$ cat src/hdl/bafc_regs.svh
// Purpose: Register offsets, field positions, reset values and constants of the codec
// Assumes: 32-bit classic Wishbone, byte addresses, one aligned word per register
// Notes:   Definitions only
`ifndef BAFC_REGS_SVH
`define BAFC_REGS_SVH

// ****************************************
// Register offsets
// ****************************************
`define BAFC_ADR_CTRL 8'h00
`define BAFC_ADR_DIV 8'h04
`define BAFC_ADR_STATUS 8'h08
`define BAFC_ADR_UNIT 8'h0C
`define BAFC_ADR_MSG 8'h40
`define BAFC_MSG_WORDS 5'h18

// ****************************************
// Control fields and reset values
// ****************************************
`define BAFC_CTRL_TXEN 0
`define BAFC_CTRL_WID_LO 1
`define BAFC_CTRL_AUXEN 3
`define BAFC_CTRL_MODE_LO 4
`define BAFC_CTRL_IGNV 6
`define BAFC_CTRL_RST 32'h0000_0000
`define BAFC_DIV_RST 16'h0010
`define BAFC_STAT_PERR 1

// ****************************************
// Frame layout and patterns
// ****************************************
`define BAFC_LAST_FRAME 8'hBF
`define BAFC_LAST_HALF 6'h3F
`define BAFC_PRE_HALVES 6'h08
`define BAFC_LAST_BIT 5'h1B
`define BAFC_PRE_X 8'hE2
`define BAFC_PRE_Y 8'hE4
`define BAFC_PRE_Z 8'hE8
`define BAFC_TRN_X 8'h93
`define BAFC_TRN_Y 8'h96
`define BAFC_TRN_Z 8'h9C
`define BAFC_CNT_MAX 8'hFF
`define BAFC_USR_BASE 5'h00
`define BAFC_CST_BASE 5'h0C
`define BAFC_CH_WORDS 5'h06

`endif

$ cat src/hdl/bafc_pkg.sv
// Purpose: Types shared by the codec
// Assumes: Constants live in bafc_regs.svh
// Notes:   Gray codes on the receive path
package bafc_pkg;

  // ****************************************
  // Enumerations
  // ****************************************
  typedef enum logic [1:0] {
    BAFC_HUNT = 2'b00, // Waiting for a sync pattern
    BAFC_DATA = 2'b01  // Collecting bits 4..31
  } bafc_rx_e;

  typedef enum logic [1:0] {
    BAFC_SYN_X = 2'b00, // Channel one
    BAFC_SYN_Y = 2'b01, // Channel two
    BAFC_SYN_Z = 2'b11  // Channel one, block start
  } bafc_syn_e;

  typedef enum logic [1:0] {
    BAFC_W16 = 2'b00,
    BAFC_W20 = 2'b01,
    BAFC_W24 = 2'b10,
    BAFC_WRSV = 2'b11
  } bafc_wid_e;

  typedef enum logic [1:0] {
    BAFC_M_INDEP = 2'b00, // Independent or stereo
    BAFC_M_DUP = 2'b01,   // Channel two copies channel one
    BAFC_M_MONO = 2'b10,  // Channel two unused, sent as zero
    BAFC_M_RSV = 2'b11
  } bafc_mode_e;

endpackage : bafc_pkg

$ cat src/hdl/bafc_codec.sv
// Purpose: Bi-phase mark two-channel audio frame encoder and decoder
// Assumes: 100 MHz SYS_CLK; RX_LINE is asynchronous; samples are MSB-aligned in 24 bits
// Notes:   Registers over classic Wishbone; user and status messages read as 24 words
//
// Local design decisions: the Wishbone slave port and the placing of the registers.
`include "bafc_regs.svh"

module bafc_codec
  import bafc_pkg::*;
(
  // Clock and reset
  input wire logic SYS_CLK,
  input wire logic RST_B,
  // Wishbone slave
  input wire logic WB_CYC_I,
  input wire logic WB_STB_I,
  input wire logic WB_WE_I,
  input wire logic [7:0] WB_ADR_I,
  input wire logic [3:0] WB_SEL_I,
  input wire logic [31:0] WB_DAT_I,
  output logic [31:0] WB_DAT_O,
  output logic WB_ACK_O,
  // Transmit samples and flags
  input wire logic [23:0] TX_CH1_SAMPLE,
  input wire logic [23:0] TX_CH2_SAMPLE,
  input wire logic [3:0] TX_CH1_AUX,
  input wire logic [3:0] TX_CH2_AUX,
  input wire logic [1:0] TX_VALIDITY,
  input wire logic [1:0] TX_USER,
  input wire logic [1:0] TX_CSTAT,
  output logic TX_LOAD,
  // Serial line
  output logic TX_LINE,
  input wire logic RX_LINE,
  // Receive samples and flags
  output logic [23:0] RX_SAMPLE,
  output logic [3:0] RX_AUX,
  output logic RX_CHAN,
  output logic RX_BLOCK_START,
  output logic RX_VALIDITY,
  output logic RX_PAR_ERR,
  output logic RX_STROBE,
  output logic RX_LOCK
);

  // ****************************************
  // Declarations
  // ****************************************
  logic [31:0] ctrl;        // Control register
  logic [15:0] div;         // Half-cell divisor
  logic perr;               // Sticky parity error
  logic [31:0] msg [0:23];  // User and status messages
  logic bus_req;            // Fresh bus request
  logic bus_wr;             // Write request seen with its ack
  logic [31:0] next_rdata;  // Read mux
  logic tx_en;
  bafc_wid_e wid;
  bafc_mode_e mode;
  // Transmit state
  logic [15:0] div_cnt;     // Divider count
  logic tick;               // Half-cell strobe
  logic [5:0] hs;           // Half-cell slot in subframe
  logic sub;                // Subframe in frame
  logic [7:0] tfi;          // Transmit frame index
  logic pinv;               // Line level before sync
  logic [23:0] ts1, ts2;    // Latched samples
  logic [3:0] ta1, ta2;     // Latched aux
  logic [1:0] tv, tu, tc;   // Latched flags
  logic [23:0] smp;         // Masked sample of this subframe
  logic [27:0] wbits;       // Bits 4..31 of this subframe
  logic [7:0] pat;          // Sync pattern of this subframe
  logic [4:0] bidx;         // Bit index into wbits
  // Receive state
  logic [2:0] rx_sync;      // Input synchroniser
  logic rx_lvl, rx_lvl_q;   // Filtered level and delay
  logic edge_seen;
  logic [7:0] cnt;          // Cycles since last edge
  logic [7:0] unit;         // Half-cell estimate
  logic [9:0] c2, u3, u5, u7, c4;
  logic [1:0] n;            // Half-cells in last interval
  logic [7:0] hist, next_hist;
  logic hit;
  bafc_syn_e hit_t, ptype;
  bafc_rx_e st;
  logic ph;                 // Mid-cell phase
  logic [4:0] bitn;
  logic [27:0] d;           // Bits 4..31 received
  logic sf_done;
  logic last_ch1;
  logic [7:0] rfi, cur_fi;
  logic rch;
  logic [4:0] widx;

  assign tx_en = ctrl[`BAFC_CTRL_TXEN];
  assign wid = bafc_wid_e'(ctrl[`BAFC_CTRL_WID_LO +: 2]);
  assign mode = bafc_mode_e'(ctrl[`BAFC_CTRL_MODE_LO +: 2]);

  // ****************************************
  // Wishbone slave
  // ****************************************
  assign bus_req = WB_CYC_I & WB_STB_I & ~WB_ACK_O;
  // Writes land on the edge at which the master sees the ack
  assign bus_wr = WB_CYC_I & WB_STB_I & WB_WE_I & WB_ACK_O;

  // Ack one cycle after request, dropped next cycle
  always_ff @(posedge SYS_CLK or negedge RST_B) begin
    if (!RST_B) begin
      WB_ACK_O <= 1'b0;
    end else begin
      WB_ACK_O <= bus_req;
    end
  end

  // Read mux; unmapped reads return zero
  always_comb begin
    next_rdata = 32'h0000_0000;
    if (WB_ADR_I == `BAFC_ADR_CTRL) begin
      next_rdata = ctrl;
    end else if (WB_ADR_I == `BAFC_ADR_DIV) begin
      next_rdata = {16'h0000, div};
    end else if (WB_ADR_I == `BAFC_ADR_STATUS) begin
      next_rdata = {14'h0000, tfi, rfi, perr, RX_LOCK};
    end else if (WB_ADR_I == `BAFC_ADR_UNIT) begin
      next_rdata = {24'h00_0000, unit};
    end else if (WB_ADR_I >= `BAFC_ADR_MSG &&
                 WB_ADR_I[7:2] < (`BAFC_ADR_MSG >> 2) + {1'b0, `BAFC_MSG_WORDS}) begin
      next_rdata = msg[5'(WB_ADR_I[7:2] - (`BAFC_ADR_MSG >> 2))];
    end
  end

  // Read data registered with the ack
  always_ff @(posedge SYS_CLK or negedge RST_B) begin
    if (!RST_B) begin
      WB_DAT_O <= 32'h0000_0000;
    end else if (bus_req && !WB_WE_I) begin
      WB_DAT_O <= next_rdata;
    end
  end

  // Control and divisor writes, per byte lane
  always_ff @(posedge SYS_CLK or negedge RST_B) begin
    if (!RST_B) begin
      ctrl <= `BAFC_CTRL_RST;
      div <= `BAFC_DIV_RST;
    end else if (bus_wr) begin
      for (int i = 0; i < 4; i++) begin
        if (WB_SEL_I[i] && WB_ADR_I == `BAFC_ADR_CTRL) begin
          ctrl[i*8 +: 8] <= WB_DAT_I[i*8 +: 8];
        end
      end
      if (WB_ADR_I == `BAFC_ADR_DIV) begin
        if (WB_SEL_I[0]) div[7:0] <= WB_DAT_I[7:0]; // Rate for 32/44.1/48 kHz
        if (WB_SEL_I[1]) div[15:8] <= WB_DAT_I[15:8];
      end
    end
  end

  // ****************************************
  // Transmit word building
  // ****************************************
  // Width masking and aux placement of the current channel
  always_comb begin
    smp = sub ? ts2 : ts1;
    unique case (wid)
      BAFC_W16: smp[7:0] = 8'h00;
      BAFC_W20: smp[3:0] = ctrl[`BAFC_CTRL_AUXEN] ?
                           (sub ? ta2 : ta1) : 4'h0;
      BAFC_W24: smp = smp;
      default: smp = smp;
    endcase
  end

  // Flags after the sample, parity last
  assign wbits[23:0] = smp;
  assign wbits[24] = tv[sub];
  assign wbits[25] = tu[sub];
  assign wbits[26] = tc[sub];
  assign wbits[27] = ^wbits[26:0]; // Even ones over 4..31
  // Sync choice per subframe
  assign pat = sub ? `BAFC_PRE_Y : ((tfi == 8'h00) ? `BAFC_PRE_Z : `BAFC_PRE_X);
  assign bidx = 5'(hs[5:1] - 5'h04);
  assign tick = tx_en && (div_cnt == div - 16'h0001);

  // Half-cell divider
  always_ff @(posedge SYS_CLK or negedge RST_B) begin
    if (!RST_B) begin
      div_cnt <= 16'h0000;
    end else if (!tx_en || tick) begin
      div_cnt <= 16'h0000;
    end else begin
      div_cnt <= div_cnt + 16'h0001;
    end
  end

  // Slot, subframe and frame counters
  always_ff @(posedge SYS_CLK or negedge RST_B) begin
    if (!RST_B) begin
      hs <= 6'h00;
      sub <= 1'b0;
      tfi <= 8'h00;
    end else if (!tx_en) begin
      hs <= 6'h00;
      sub <= 1'b0;
      tfi <= 8'h00;
    end else if (tick) begin
      hs <= hs + 6'h01;
      if (hs == `BAFC_LAST_HALF) begin
        sub <= ~sub;
        if (sub) begin
          tfi <= (tfi == `BAFC_LAST_FRAME) ? 8'h00 : tfi + 8'h01;
        end
      end
    end
  end

  // Line coder
  always_ff @(posedge SYS_CLK or negedge RST_B) begin
    if (!RST_B) begin
      TX_LINE <= 1'b0;
      pinv <= 1'b0;
    end else if (!tx_en) begin
      TX_LINE <= 1'b0;
    end else if (tick) begin
      if (hs == 6'h00) begin
        pinv <= TX_LINE;
        TX_LINE <= pat[7] ^ TX_LINE;
      end else if (hs < `BAFC_PRE_HALVES) begin
        TX_LINE <= pat[3'h7 - hs[2:0]] ^ pinv;
      end else if (!hs[0]) begin
        TX_LINE <= ~TX_LINE;                        // Cell start edge
      end else begin
        TX_LINE <= TX_LINE ^ wbits[bidx];           // Mid edge for one
      end
    end
  end

  // Sample latch once per frame, with channel modes
  always_ff @(posedge SYS_CLK or negedge RST_B) begin
    if (!RST_B) begin
      TX_LOAD <= 1'b0;
      ts1 <= 24'h00_0000;
      ts2 <= 24'h00_0000;
      ta1 <= 4'h0;
      ta2 <= 4'h0;
      tv <= 2'b00;
      tu <= 2'b00;
      tc <= 2'b00;
    end else begin
      TX_LOAD <= tick && sub && hs == `BAFC_LAST_HALF;
      if (tick && sub && hs == `BAFC_LAST_HALF) begin
        ts1 <= TX_CH1_SAMPLE;
        ta1 <= TX_CH1_AUX;
        tv <= TX_VALIDITY;
        tu <= TX_USER;
        tc <= TX_CSTAT;
        unique case (mode)
          BAFC_M_DUP: begin
            ts2 <= TX_CH1_SAMPLE;
            ta2 <= TX_CH1_AUX;
          end
          BAFC_M_MONO: begin
            ts2 <= 24'h00_0000;                     // Unused channel zero
            ta2 <= 4'h0;
          end
          default: begin
            ts2 <= TX_CH2_SAMPLE;
            ta2 <= TX_CH2_AUX;
          end
        endcase
      end
    end
  end

  // ****************************************
  // Receive clock recovery
  // ****************************************
  // Three-stage synchroniser, level taken when stages two and three agree
  always_ff @(posedge SYS_CLK or negedge RST_B) begin
    if (!RST_B) begin
      rx_sync <= 3'b000;
      rx_lvl <= 1'b0;
      rx_lvl_q <= 1'b0;
    end else begin
      rx_sync <= {rx_sync[1:0], RX_LINE};
      rx_lvl <= (rx_sync[1] == rx_sync[2]) ? rx_sync[2] : rx_lvl;
      rx_lvl_q <= rx_lvl;
    end
  end

  assign edge_seen = rx_lvl ^ rx_lvl_q; // Either polarity
  assign c2 = {1'b0, cnt, 1'b0};
  assign c4 = {cnt, 2'b00};
  assign u3 = 10'({2'b00, unit} * 10'h003);
  assign u5 = 10'({2'b00, unit} * 10'h005);
  assign u7 = 10'({2'b00, unit} * 10'h007);

  // Interval in half-cells; zero means out of range
  always_comb begin
    if (c2 < u3) begin
      n = 2'h1;
    end else if (c2 < u5) begin
      n = 2'h2;
    end else if (c2 < u7) begin
      n = 2'h3;
    end else begin
      n = 2'h0;
    end
  end

  // Edge spacing counter and half-cell estimate
  always_ff @(posedge SYS_CLK or negedge RST_B) begin
    if (!RST_B) begin
      cnt <= 8'h00;
      unit <= `BAFC_CNT_MAX;
    end else if (edge_seen) begin
      cnt <= 8'h01;
      if (c4 < u3 && cnt != 8'h00) begin
        unit <= cnt;
      end else if (n == 2'h1) begin
        unit <= 8'(({1'b0, unit} + {1'b0, cnt}) >> 1);
      end
    end else if (cnt == `BAFC_CNT_MAX) begin
      unit <= `BAFC_CNT_MAX;
    end else begin
      cnt <= cnt + 8'h01;
    end
  end

  // ****************************************
  // Receive decoder
  // ****************************************
  // Transition history, one bit per half-cell
  always_comb begin
    unique case (n)
      2'h1: next_hist = {hist[6:0], 1'b1};
      2'h2: next_hist = {hist[5:0], 2'b10};
      2'h3: next_hist = {hist[4:0], 3'b100};
      default: next_hist = 8'h00;
    endcase
    hit = 1'b1;
    hit_t = BAFC_SYN_X;
    if (next_hist == `BAFC_TRN_X) begin       // Both polarities alike
      hit_t = BAFC_SYN_X;
    end else if (next_hist == `BAFC_TRN_Y) begin
      hit_t = BAFC_SYN_Y;
    end else if (next_hist == `BAFC_TRN_Z) begin
      hit_t = BAFC_SYN_Z;
    end else begin
      hit = 1'b0;
    end
  end

  // Subframe state machine
  always_ff @(posedge SYS_CLK or negedge RST_B) begin
    if (!RST_B) begin
      hist <= 8'h00;
      st <= BAFC_HUNT;
      ph <= 1'b0;
      bitn <= 5'h00;
      d <= 28'h000_0000;
      ptype <= BAFC_SYN_X;
      sf_done <= 1'b0;
    end else begin
      sf_done <= 1'b0;
      if (edge_seen) begin
        hist <= next_hist;
        if (hit) begin
          st <= BAFC_DATA;                          // Sync fills slots 0..3
          ph <= 1'b0;
          bitn <= 5'h00;
          ptype <= hit_t;
        end else if (st == BAFC_DATA) begin
          unique case ({ph, n})
            3'b0_10, 3'b1_01: begin
              d <= {ph, d[27:1]};                   // Mid edge means one
              ph <= 1'b0;
              bitn <= bitn + 5'h01;
              if (bitn == `BAFC_LAST_BIT) begin
                sf_done <= 1'b1;
                st <= BAFC_HUNT;
              end
            end
            3'b0_01: ph <= 1'b1;
            default: st <= BAFC_HUNT;               // Coding violation
          endcase
        end
      end
    end
  end

  // Lock follows the expected sync order
  always_ff @(posedge SYS_CLK or negedge RST_B) begin
    if (!RST_B) begin
      RX_LOCK <= 1'b0;
      last_ch1 <= 1'b0;
    end else if (edge_seen && hit) begin
      RX_LOCK <= (hit_t == BAFC_SYN_Y) == last_ch1;
      last_ch1 <= hit_t != BAFC_SYN_Y;
    end else if ((edge_seen && n == 2'h0) || cnt == `BAFC_CNT_MAX) begin
      RX_LOCK <= 1'b0;
    end
  end

  // Frame index of the finished subframe
  assign rch = ptype == BAFC_SYN_Y;
  always_comb begin
    if (ptype == BAFC_SYN_Z) begin
      cur_fi = 8'h00;
    end else if (ptype == BAFC_SYN_X) begin
      cur_fi = (rfi == `BAFC_LAST_FRAME) ? 8'h00 : rfi + 8'h01;
    end else begin
      cur_fi = rfi;
    end
  end
  assign widx = (rch ? `BAFC_CH_WORDS : 5'h00) + {2'b00, cur_fi[7:5]};

  // Received sample outputs
  always_ff @(posedge SYS_CLK or negedge RST_B) begin
    if (!RST_B) begin
      RX_SAMPLE <= 24'h00_0000;
      RX_AUX <= 4'h0;
      RX_CHAN <= 1'b0;
      RX_BLOCK_START <= 1'b0;
      RX_VALIDITY <= 1'b0;
      RX_PAR_ERR <= 1'b0;
      RX_STROBE <= 1'b0;
      rfi <= 8'h00;
    end else begin
      RX_STROBE <= sf_done && (!d[24] || ctrl[`BAFC_CTRL_IGNV]);
      if (sf_done) begin
        rfi <= cur_fi;
        RX_CHAN <= rch;
        RX_BLOCK_START <= ptype == BAFC_SYN_Z;
        RX_VALIDITY <= d[24];
        RX_PAR_ERR <= ^d;
        RX_SAMPLE <= d[23:0];                       // MSB at bit 27
        RX_AUX <= 4'h0;
        unique case (wid)
          BAFC_W16: RX_SAMPLE[7:0] <= 8'h00;
          BAFC_W20: begin
            RX_SAMPLE[3:0] <= 4'h0;
            RX_AUX <= ctrl[`BAFC_CTRL_AUXEN] ? d[3:0] : 4'h0;
          end
          default: RX_SAMPLE <= d[23:0];
        endcase
      end
    end
  end

  // User and status message gathering
  always_ff @(posedge SYS_CLK or negedge RST_B) begin
    if (!RST_B) begin
      for (int i = 0; i < 24; i++) begin
        msg[i] <= 32'h0000_0000;
      end
    end else if (sf_done) begin
      msg[widx + `BAFC_USR_BASE][cur_fi[4:0]] <= d[25];
      msg[widx + `BAFC_CST_BASE][cur_fi[4:0]] <= d[26];
    end
  end

  // Sticky parity error; a new error wins over the clear
  always_ff @(posedge SYS_CLK or negedge RST_B) begin
    if (!RST_B) begin
      perr <= 1'b0;
    end else if (sf_done && ^d) begin
      perr <= 1'b1;
    end else if (bus_wr && WB_ADR_I == `BAFC_ADR_STATUS && WB_SEL_I[0] &&
                 WB_DAT_I[`BAFC_STAT_PERR]) begin
      perr <= 1'b0;
    end
  end

endmodule : bafc_codec

$ cat config.mk
export PLATFORM = sky130hd
export DESIGN_NAME = bafc_codec
export DESIGN_NICKNAME = d
export VERILOG_FILES = /design/src/hdl/bafc_pkg.sv /design/src/hdl/bafc_codec.sv
export VERILOG_INCLUDE_DIRS = /design/src /design/src/hdl
export SDC_FILE = /design/constraint.sdc
export NUM_CORES = 2
export LEC_CHECK = 0
export BUFFER_PORTS_ARGS = -buffer_cell sky130_fd_sc_hd__buf_2
export CORE_AREA = 2 2 486 488
export CTS_CLUSTER_DIAMETER = 40
export CTS_CLUSTER_SIZE = 25
export DETAILED_ROUTE_END_ITERATION = 8
export DIE_AREA = 0 0 488 490
export GPL_TIMING_DRIVEN = 0
export HOLD_SLACK_MARGIN = 0.1
export PLACE_DENSITY = 0.43
export SLEW_MARGIN = 5
export SYNTH_ARGS = -nofsm -noshare
export SYNTH_HDL_FRONTEND = slang
export SYNTH_SLANG_ARGS = --single-unit
$ cat constraint.sdc
create_clock -name SYS_CLK -period 6.4 [get_ports SYS_CLK]
set_input_delay 0.32 -clock SYS_CLK [delete_from_list [all_inputs] [get_ports SYS_CLK]]
set_output_delay 0.32 -clock SYS_CLK [all_outputs]
set_load 0.005 [all_outputs]
Word-level counts from Yosys, hierarchy flattened
Cells that the tools add are included.
Widths: inputs -> output; s select.
- bitwise operators: 15
- muxes and demuxes: 94
- reduce and logical (&&, ||, !) cells: 58
- magnitude comparators: 17
- equality and inequality tests: 35
- $add $sub $neg: 13
- multipliers: 3
- operators by type and width (operator ; count):
    $bwmux 768 ; 2
    $demux 32 s5 ; 2
    $mux 32 ; 9
    $bmux 32 s5 ; 1
    $mux 8 ; 14
    $eq 8x8->1 const B ; 6
    $pmux 24 s2 ; 1
    $mux 4 ; 9
    $mux 1 ; 31
    $lt 9x10->1 ; 3
    $reduce_xor 28->1 ; 1
    $reduce_xor 27->1 ; 1
    $add 8x1->8 const B ; 3
    $mux 24 ; 1
    $pmux 8 s3 ; 1
    $logic_and 1x1->1 ; 20
    $mul 8x3->10 const B ; 2
    $ge 6x6->1 const B ; 3
    $mux 2 ; 9
    $reduce_and 3->1 ; 6
    $add 16x1->16 const B ; 1
    $eq 16x16->1 ; 1
    $eq 8x4->1 const B ; 2
    $logic_not 8->1 ; 2
    other kinds (58) ; 104
- output and inout port bits: 69
- input port bits: 112
- register bits: 1056

Longest topological paths before layout
- depth after elaboration: 14
- depth in mapped cells: 19

Least setup slack after synthesis
Ideal clock, no wire load.
- kind: register to register
- from: register unit[2]
- to: register d[10]
- slack: 1.706 ns
- cell stages (with the launch flop): 20
- data arrival time: 4.569 ns
- required time: 6.275 ns
- buffers on the path: 2
- path through: dfstp_2 fa_1 ha_1 fa_1 a21oi_1 nor2_1 nor2_1 o21bai_1 a21oi_1 xnor2_1 ha_1 o21ai_0 a31oi_1 o22ai_1 a221oi_1 or3b_1 clkbuf_1 o31ai_4 buf_2 mux2_2
- longest elaborated chain between the ends: 13
- elaborated cells between the ends (all ways): 24
- ends and longest elaborated chain (element ; line ; source):
    start, declared ; bafc_codec.sv:78 ; logic [7:0] unit;
    start signal, assigned ; bafc_codec.sv:314 ; unit <= `BAFC_CNT_MAX;
    start signal, assigned ; bafc_codec.sv:318 ; unit <= cnt;
    start signal, assigned ; bafc_codec.sv:320 ; unit <= 8'(({1'b0, unit} + {1'b0, cnt}) >> 1);
    $mul 8x3->10 ; bafc_codec.sv:295 ; assign u7 = 10'({2'b00, unit} * 10'h007);
    $lt 9x10->1 ; bafc_codec.sv:303 ; end else if (c2 < u7) begin
    $mux 2 ; bafc_codec.sv:303 ;
    $mux 2 ; bafc_codec.sv:301 ; end else if (c2 < u5) begin
    $mux 2 (*) ; bafc_codec.sv:299 ; if (c2 < u3) begin
    $eq 2x2->1 / $eq 2x1->1 (equally long branches) ; bafc_codec.sv:334 ; unique case (n)
    $pmux 8 s3 ; bafc_codec.sv:334 ;
    $eq 8x8->1 (no source line) ; n/a ;
    $mux 1 ; bafc_codec.sv:346 ; end else if (next_hist == `BAFC_TRN_Z) begin
    $mux 1 ; bafc_codec.sv:344 ; end else if (next_hist == `BAFC_TRN_Y) begin
    $mux 1 ; bafc_codec.sv:342 ; if (next_hist == `BAFC_TRN_X) begin
    $not 1->1 (no source line) ; n/a ;
    $reduce_and 4->1 (no source line) (*) ; n/a ;
    end signal, assigned ; bafc_codec.sv:375 ; d <= {ph, d[27:1]};
    end, declared ; bafc_codec.sv:87 ; logic [27:0] d;
Every way passes the cells marked *; elsewhere a longest branch is shown, timed or not.
A chain may end at the register's enable or synchronous reset.

Final worst setup path
- from: register rfi[0]
- to: register msg[612] (netlist name)
- longest elaborated chain between the ends: 12
- elaborated cells between the ends (all ways): 26
- ends and longest elaborated chain (element ; line ; source):
    start, declared ; bafc_codec.sv:90 ; logic [7:0] rfi, cur_fi;
    start signal, assigned ; bafc_codec.sv:431 ; rfi <= cur_fi;
    $add 8x1->8 / $eq 8x8->1 (equally long branches) ; n/a ;
    $mux 8 (*) ; bafc_codec.sv:410 ; cur_fi = (rfi == `BAFC_LAST_FRAME) ? 8'h00 : rfi + 8'h01;
    $mux 8 (*) ; bafc_codec.sv:409 ; end else if (ptype == BAFC_SYN_X) begin
    $mux 8 (*) ; bafc_codec.sv:407 ; if (ptype == BAFC_SYN_Z) begin
    via cur_fi[7] ; bafc_codec.sv:90 ;
    $add 3x3->4 (*) ; bafc_codec.sv:415 ; assign widx = (rch ? `BAFC_CH_WORDS : 5'h00) + {2'b00, cur_fi[7:5]};
    $add 4x4->5 (no source line) / $not 4->6 (equally long branches) ; n/a ;
    $not 5->6 (tied with other cells) ; bafc_codec.sv:458 ; msg[widx + `BAFC_CST_BASE][cur_fi[4:0]] <= d[26];
    $ge 6x6->1 (tied with other cells) ; bafc_codec.sv:458 ;
    $logic_and 1x1->1 / $mux 32 (equally long branches) ; bafc_codec.sv:458, bafc_codec.sv:457 ;
    $mux 32 / $demux 32 s5 (equally long branches) ; bafc_codec.sv:458, bafc_codec.sv:457 ;
    $demux 32 s5 / $bwmux 768 (equally long branches) ; bafc_codec.sv:458, bafc_codec.sv:457 ;
    $bwmux 768 (*) ; bafc_codec.sv:458 ;
    end signal, assigned by index ; bafc_codec.sv:457 ; msg[widx + `BAFC_USR_BASE][cur_fi[4:0]] <= d[25];
    end signal, assigned by index ; bafc_codec.sv:458 ;
    end, declared ; bafc_codec.sv:52 ; logic [31:0] msg [0:23];
Mark *: on every way through the listed nets, which the timed path passes. The rest lies on a longest branch.

==> impl_results.md <==
- P_int: 13.4 mW
- Worst Path Max Fanout: 10
- Row count: 178
- WP data arrival: 6.70 ns
- CTS Sinks: 1,055
- Fmax: 165 MHz
- Asr flop ratio synth: 100%
- Crit. End Element: register
- Sequential power share: 36.0%
- Die Width: 488 µm
- DRC violations left: 0
- Fraction of layout cells with a size suffix above 1: 15.6%
- CTS tree: done
- Crit path launch type: register
- Post-route minimum period: 6.07 ns
- Die H: 490 µm
- Endpoints failing setup: 0
- Initial antenna violation count: 7
- Worst path slowest cell: nor2_1
- Layout Utilization: 27.9%
- Wirelength per Cell: 25.3 µm
- Gpl congestion: 0.901
- Number of H-tree levels: 4
- Number of synthesized flops with an enable pin: 0
- Die area: 239,000 µm²
- Syn Inst Count: 5,145
- Multiplexer share of the synthesized area: 13.5%
- Via count: 45.5k
- Main combinational cell family by area after synthesis: compound AO/OA/AOI/OAI gates
- Layout overhead on the synthesized area: 22.0%
- Placed inst area: 58,700 µm²
- Register area share after synthesis: 49.3%
- RSZ-0062 raised after global routing: no
- Synth Cell Area: 53,600 µm²
- Comb pwr share: 17.1%
- Final Skew: 0.0320 ns
- First-pass GRT wire length: 326,000 µm
- Post-synthesis simple-gate area fraction: 9.72%
- Max Slew Vio Count: 0
- Largest net degree at the start of global routing: 141
- Seq cells post-synth: 1,055
- Clk slew on worst S/H paths: 0.05 ns
- Gr ovfl total: 0
- Synth Area in XOR/XNOR: 2.32%
- Post-route cell area: 65,300 µm²
- Hold Vio Cnt, Final: 0
- Root Driver: clkbuf_16
- Switching power: 6.04 mW
- Vias in the first global route: 45.4k
- Post-Syn Nets: 5,354
- Post-route ant nets: 0
- Setup tns final: 0 ns
- Most common cell after layout, fill and taps aside: dfrtp_1
- Worst hold slack: 0.198 ns
- Leak Pwr: 28.3 nW
- CORE AREA: 234,000 µm²
- Delay-heaviest family, CP: simple AND/OR/NAND/NOR gates
- Unique masters post-synth: 80
- Buffers on Ports: 177
- Initial DRC count: 4,644
- Buffer and inverter count on the worst path: 2
- WP data required: 7.03 ns
- Synth Area per Inst: 10.4 µm²
- Clock group share of total power: 46.9%
- Sw Share: 31.1%
- Post-CTS setup repair buffer count: 0
- Overall Power: 19.5 mW
- # nets final: 5,810
- Max incr delay on CP: 0.82 ns
- Status: finished clean
- Max Buffers Root-to-Sink: 3
- Maximum VDD drop: 206 µV
- Least-Margin Pin Slew: 1.46 ns
- Final HPWL DP: 161,000 µm
- Crit-path cells: ha_1 > nand3_1 > or2_2 > o31ai_2 > nor2_1 > fa_1 > ha_1 > nand2_1 > nor2_1 > a21oi_2 > buf_8 > clkbuf_1 > o21ai_0 > o31ai_1
- Pwr dens: 298 nW/µm²
- Clk Latency, worst-skew pair: 0.82 ns
- Hold Path Class: in -> reg
- Final WL: 224,000 µm
- Via density: 5.12
- Critical path type: reg -> reg
- Num CTS Buffers: 157
- Slew Limit Headroom: 1.92%
- Ys flop type: dfrtp_1
- Initial core utilization: 22.9%
- I/O Pins: 181
- First-pass DRT Iterations: 6
- MaxCap Viol Count: 0
- Adder-cell share of the synthesized area: 2.45%
- Post-synthesis compound-gate area fraction: 18.7%
- Yosys warning count: 0
- Final period utilization: 94.8%
- Gr usage total: 18.4%
- Most frequent cells in the layout: dfrtp_1 (1,046), o21ai_0 (888), nand2_1 (538)
metrics by stage:
step | worst slack (ns) | instances
after floorplan | 1.71 | 5145
after detailed placement | 0.209 | 8484
after CTS | 0.184 | 8882
final | 0.333 | 8888
after global placement | -19.88 | 8472
after global routing | 0.0852 | 8883
power groups by stage:
stage,Combinational (mW),Clock (mW),Sequential (mW)
global placement,3.20,0,7.14
finish,3.32,9.13,7.00
global route,3.74,9.60,7.02
CTS,3.33,9.27,7.01
detailed placement,3.26,0,7.13
floorplan,2.12,0,7.02
path summary, 6_finish.rpt:
| kind | startpoint | to | slack (ns) | depth (start not counted) |
|---|---|---|---|---|
| worst max-delay path | rfi[0] | msg[612] | 0.33 | 14 |
| worst min-delay path | RX_LINE | rx_sync[0] | 0.20 | 2 |
| worst max register to register | rfi[0] | msg[612] | 0.33 | 14 |
| worst min register to register | rx_sync[1] | rx_sync[2] | 0.39 | 0 |
| max in group asynchronous | RST_B | msg[111] | 4.13 | 5 |
| min in group asynchronous | RST_B | WB_ACK_O | 0.22 | 3 |
area by class of cell:
type	instances	area (µm²)
inverters	73	274
well taps	3150	3940
flip-flops and latches	1055	26400
plain buffers	494	1900
repair buffers	297	2250
diodes	6	15.0
clock buffers	185	4200
fillers	24538	169000
clock inverters	105	1320
multi-input cells	3523	25000
layer usage:
layer,vias to the layer above,routed length [µm],global-route usage [%]
met5,-,27,0
met4,4,7740,6.67
met3,330,16900,4.01
met2,1885,100000,28.0
met1,23440,99700,25.6
li1,19830,-,-
registers in the layout (all words and copies together), names as in the netlist, 3 cells and up:
signal	count
div_cnt	16
ts2	24
hist	7
ts1	24
tfi	8
WB_DAT_O	32
hs	6
div	16
ta2	4
ctrl	32
d	28
msg	768
unit	8
ta1	4
rx_sync	3
cnt	8
bitn	5
rfi	8
RX_AUX	4
RX_SAMPLE	24
kinds of logic (layout without fill, tap and decap cells):
family / count (synthesis) / in the layout
AND/OR/NAND/NOR: 1166 / 1166
flip-flops: 1055 / 1055
other: 0 / 6
adder cells (fa/ha/maj): 98 / 98
XOR/XNOR: 140 / 140
multiplexers: 421 / 421
buffers and inverters: 567 / 1154
AO/OA/AOI/OAI: 1698 / 1698
synthesized netlist by cell type (5+ instances only):
cell type  instances  area share (%)
fa_1              12            0.45
nor4_1             9            0.11
a221oi_1          32            0.52
o21bai_1           7           0.098
xnor2_1           86             1.4
o32ai_1            6           0.098
o21ai_0          888             8.3
or2_2             10            0.12
dfstp_2            9            0.44
and3_1            10            0.12
dfrtp_1         1046              49
a21boi_0           6           0.084
nand3_1          302             2.8
o31ai_1          208             2.9
nand4_1            6           0.070
a21o_1            16            0.22
o211ai_1           8            0.11
and2_1            19            0.22
a31oi_1          138             1.6
a221oi_2          26            0.73
nand2b_1           8           0.093
o22a_1             6           0.098
o22ai_1           26            0.30
nor3_1            23            0.21
clkbuf_1         431             3.0
or3_1             11            0.13
mux2i_1           82             1.5
mux4_2           230             9.7
a21oi_1          255             2.4
inv_1             72            0.50
nor3b_1            7           0.098
mux2_2           109             2.3
a211oi_1          15            0.21
xor2_1            53            0.87
buf_1             44            0.31
buf_2             18            0.17
nor2_1           176             1.2
nor2b_1           24            0.28
nand3b_1           8            0.11
nand2_1          538             3.8
o21a_1            13            0.18
a2bb2oi_1          5           0.082
ha_1              85             2.0
repair_timing:
item	4_1_cts	5_1_grt
resized for setup	0	4
hold endpoints to repair	241	0
setup endpoints to repair	0	80
hold buffers	108	0
Note: power is estimated with default switching activity, not from simulation.
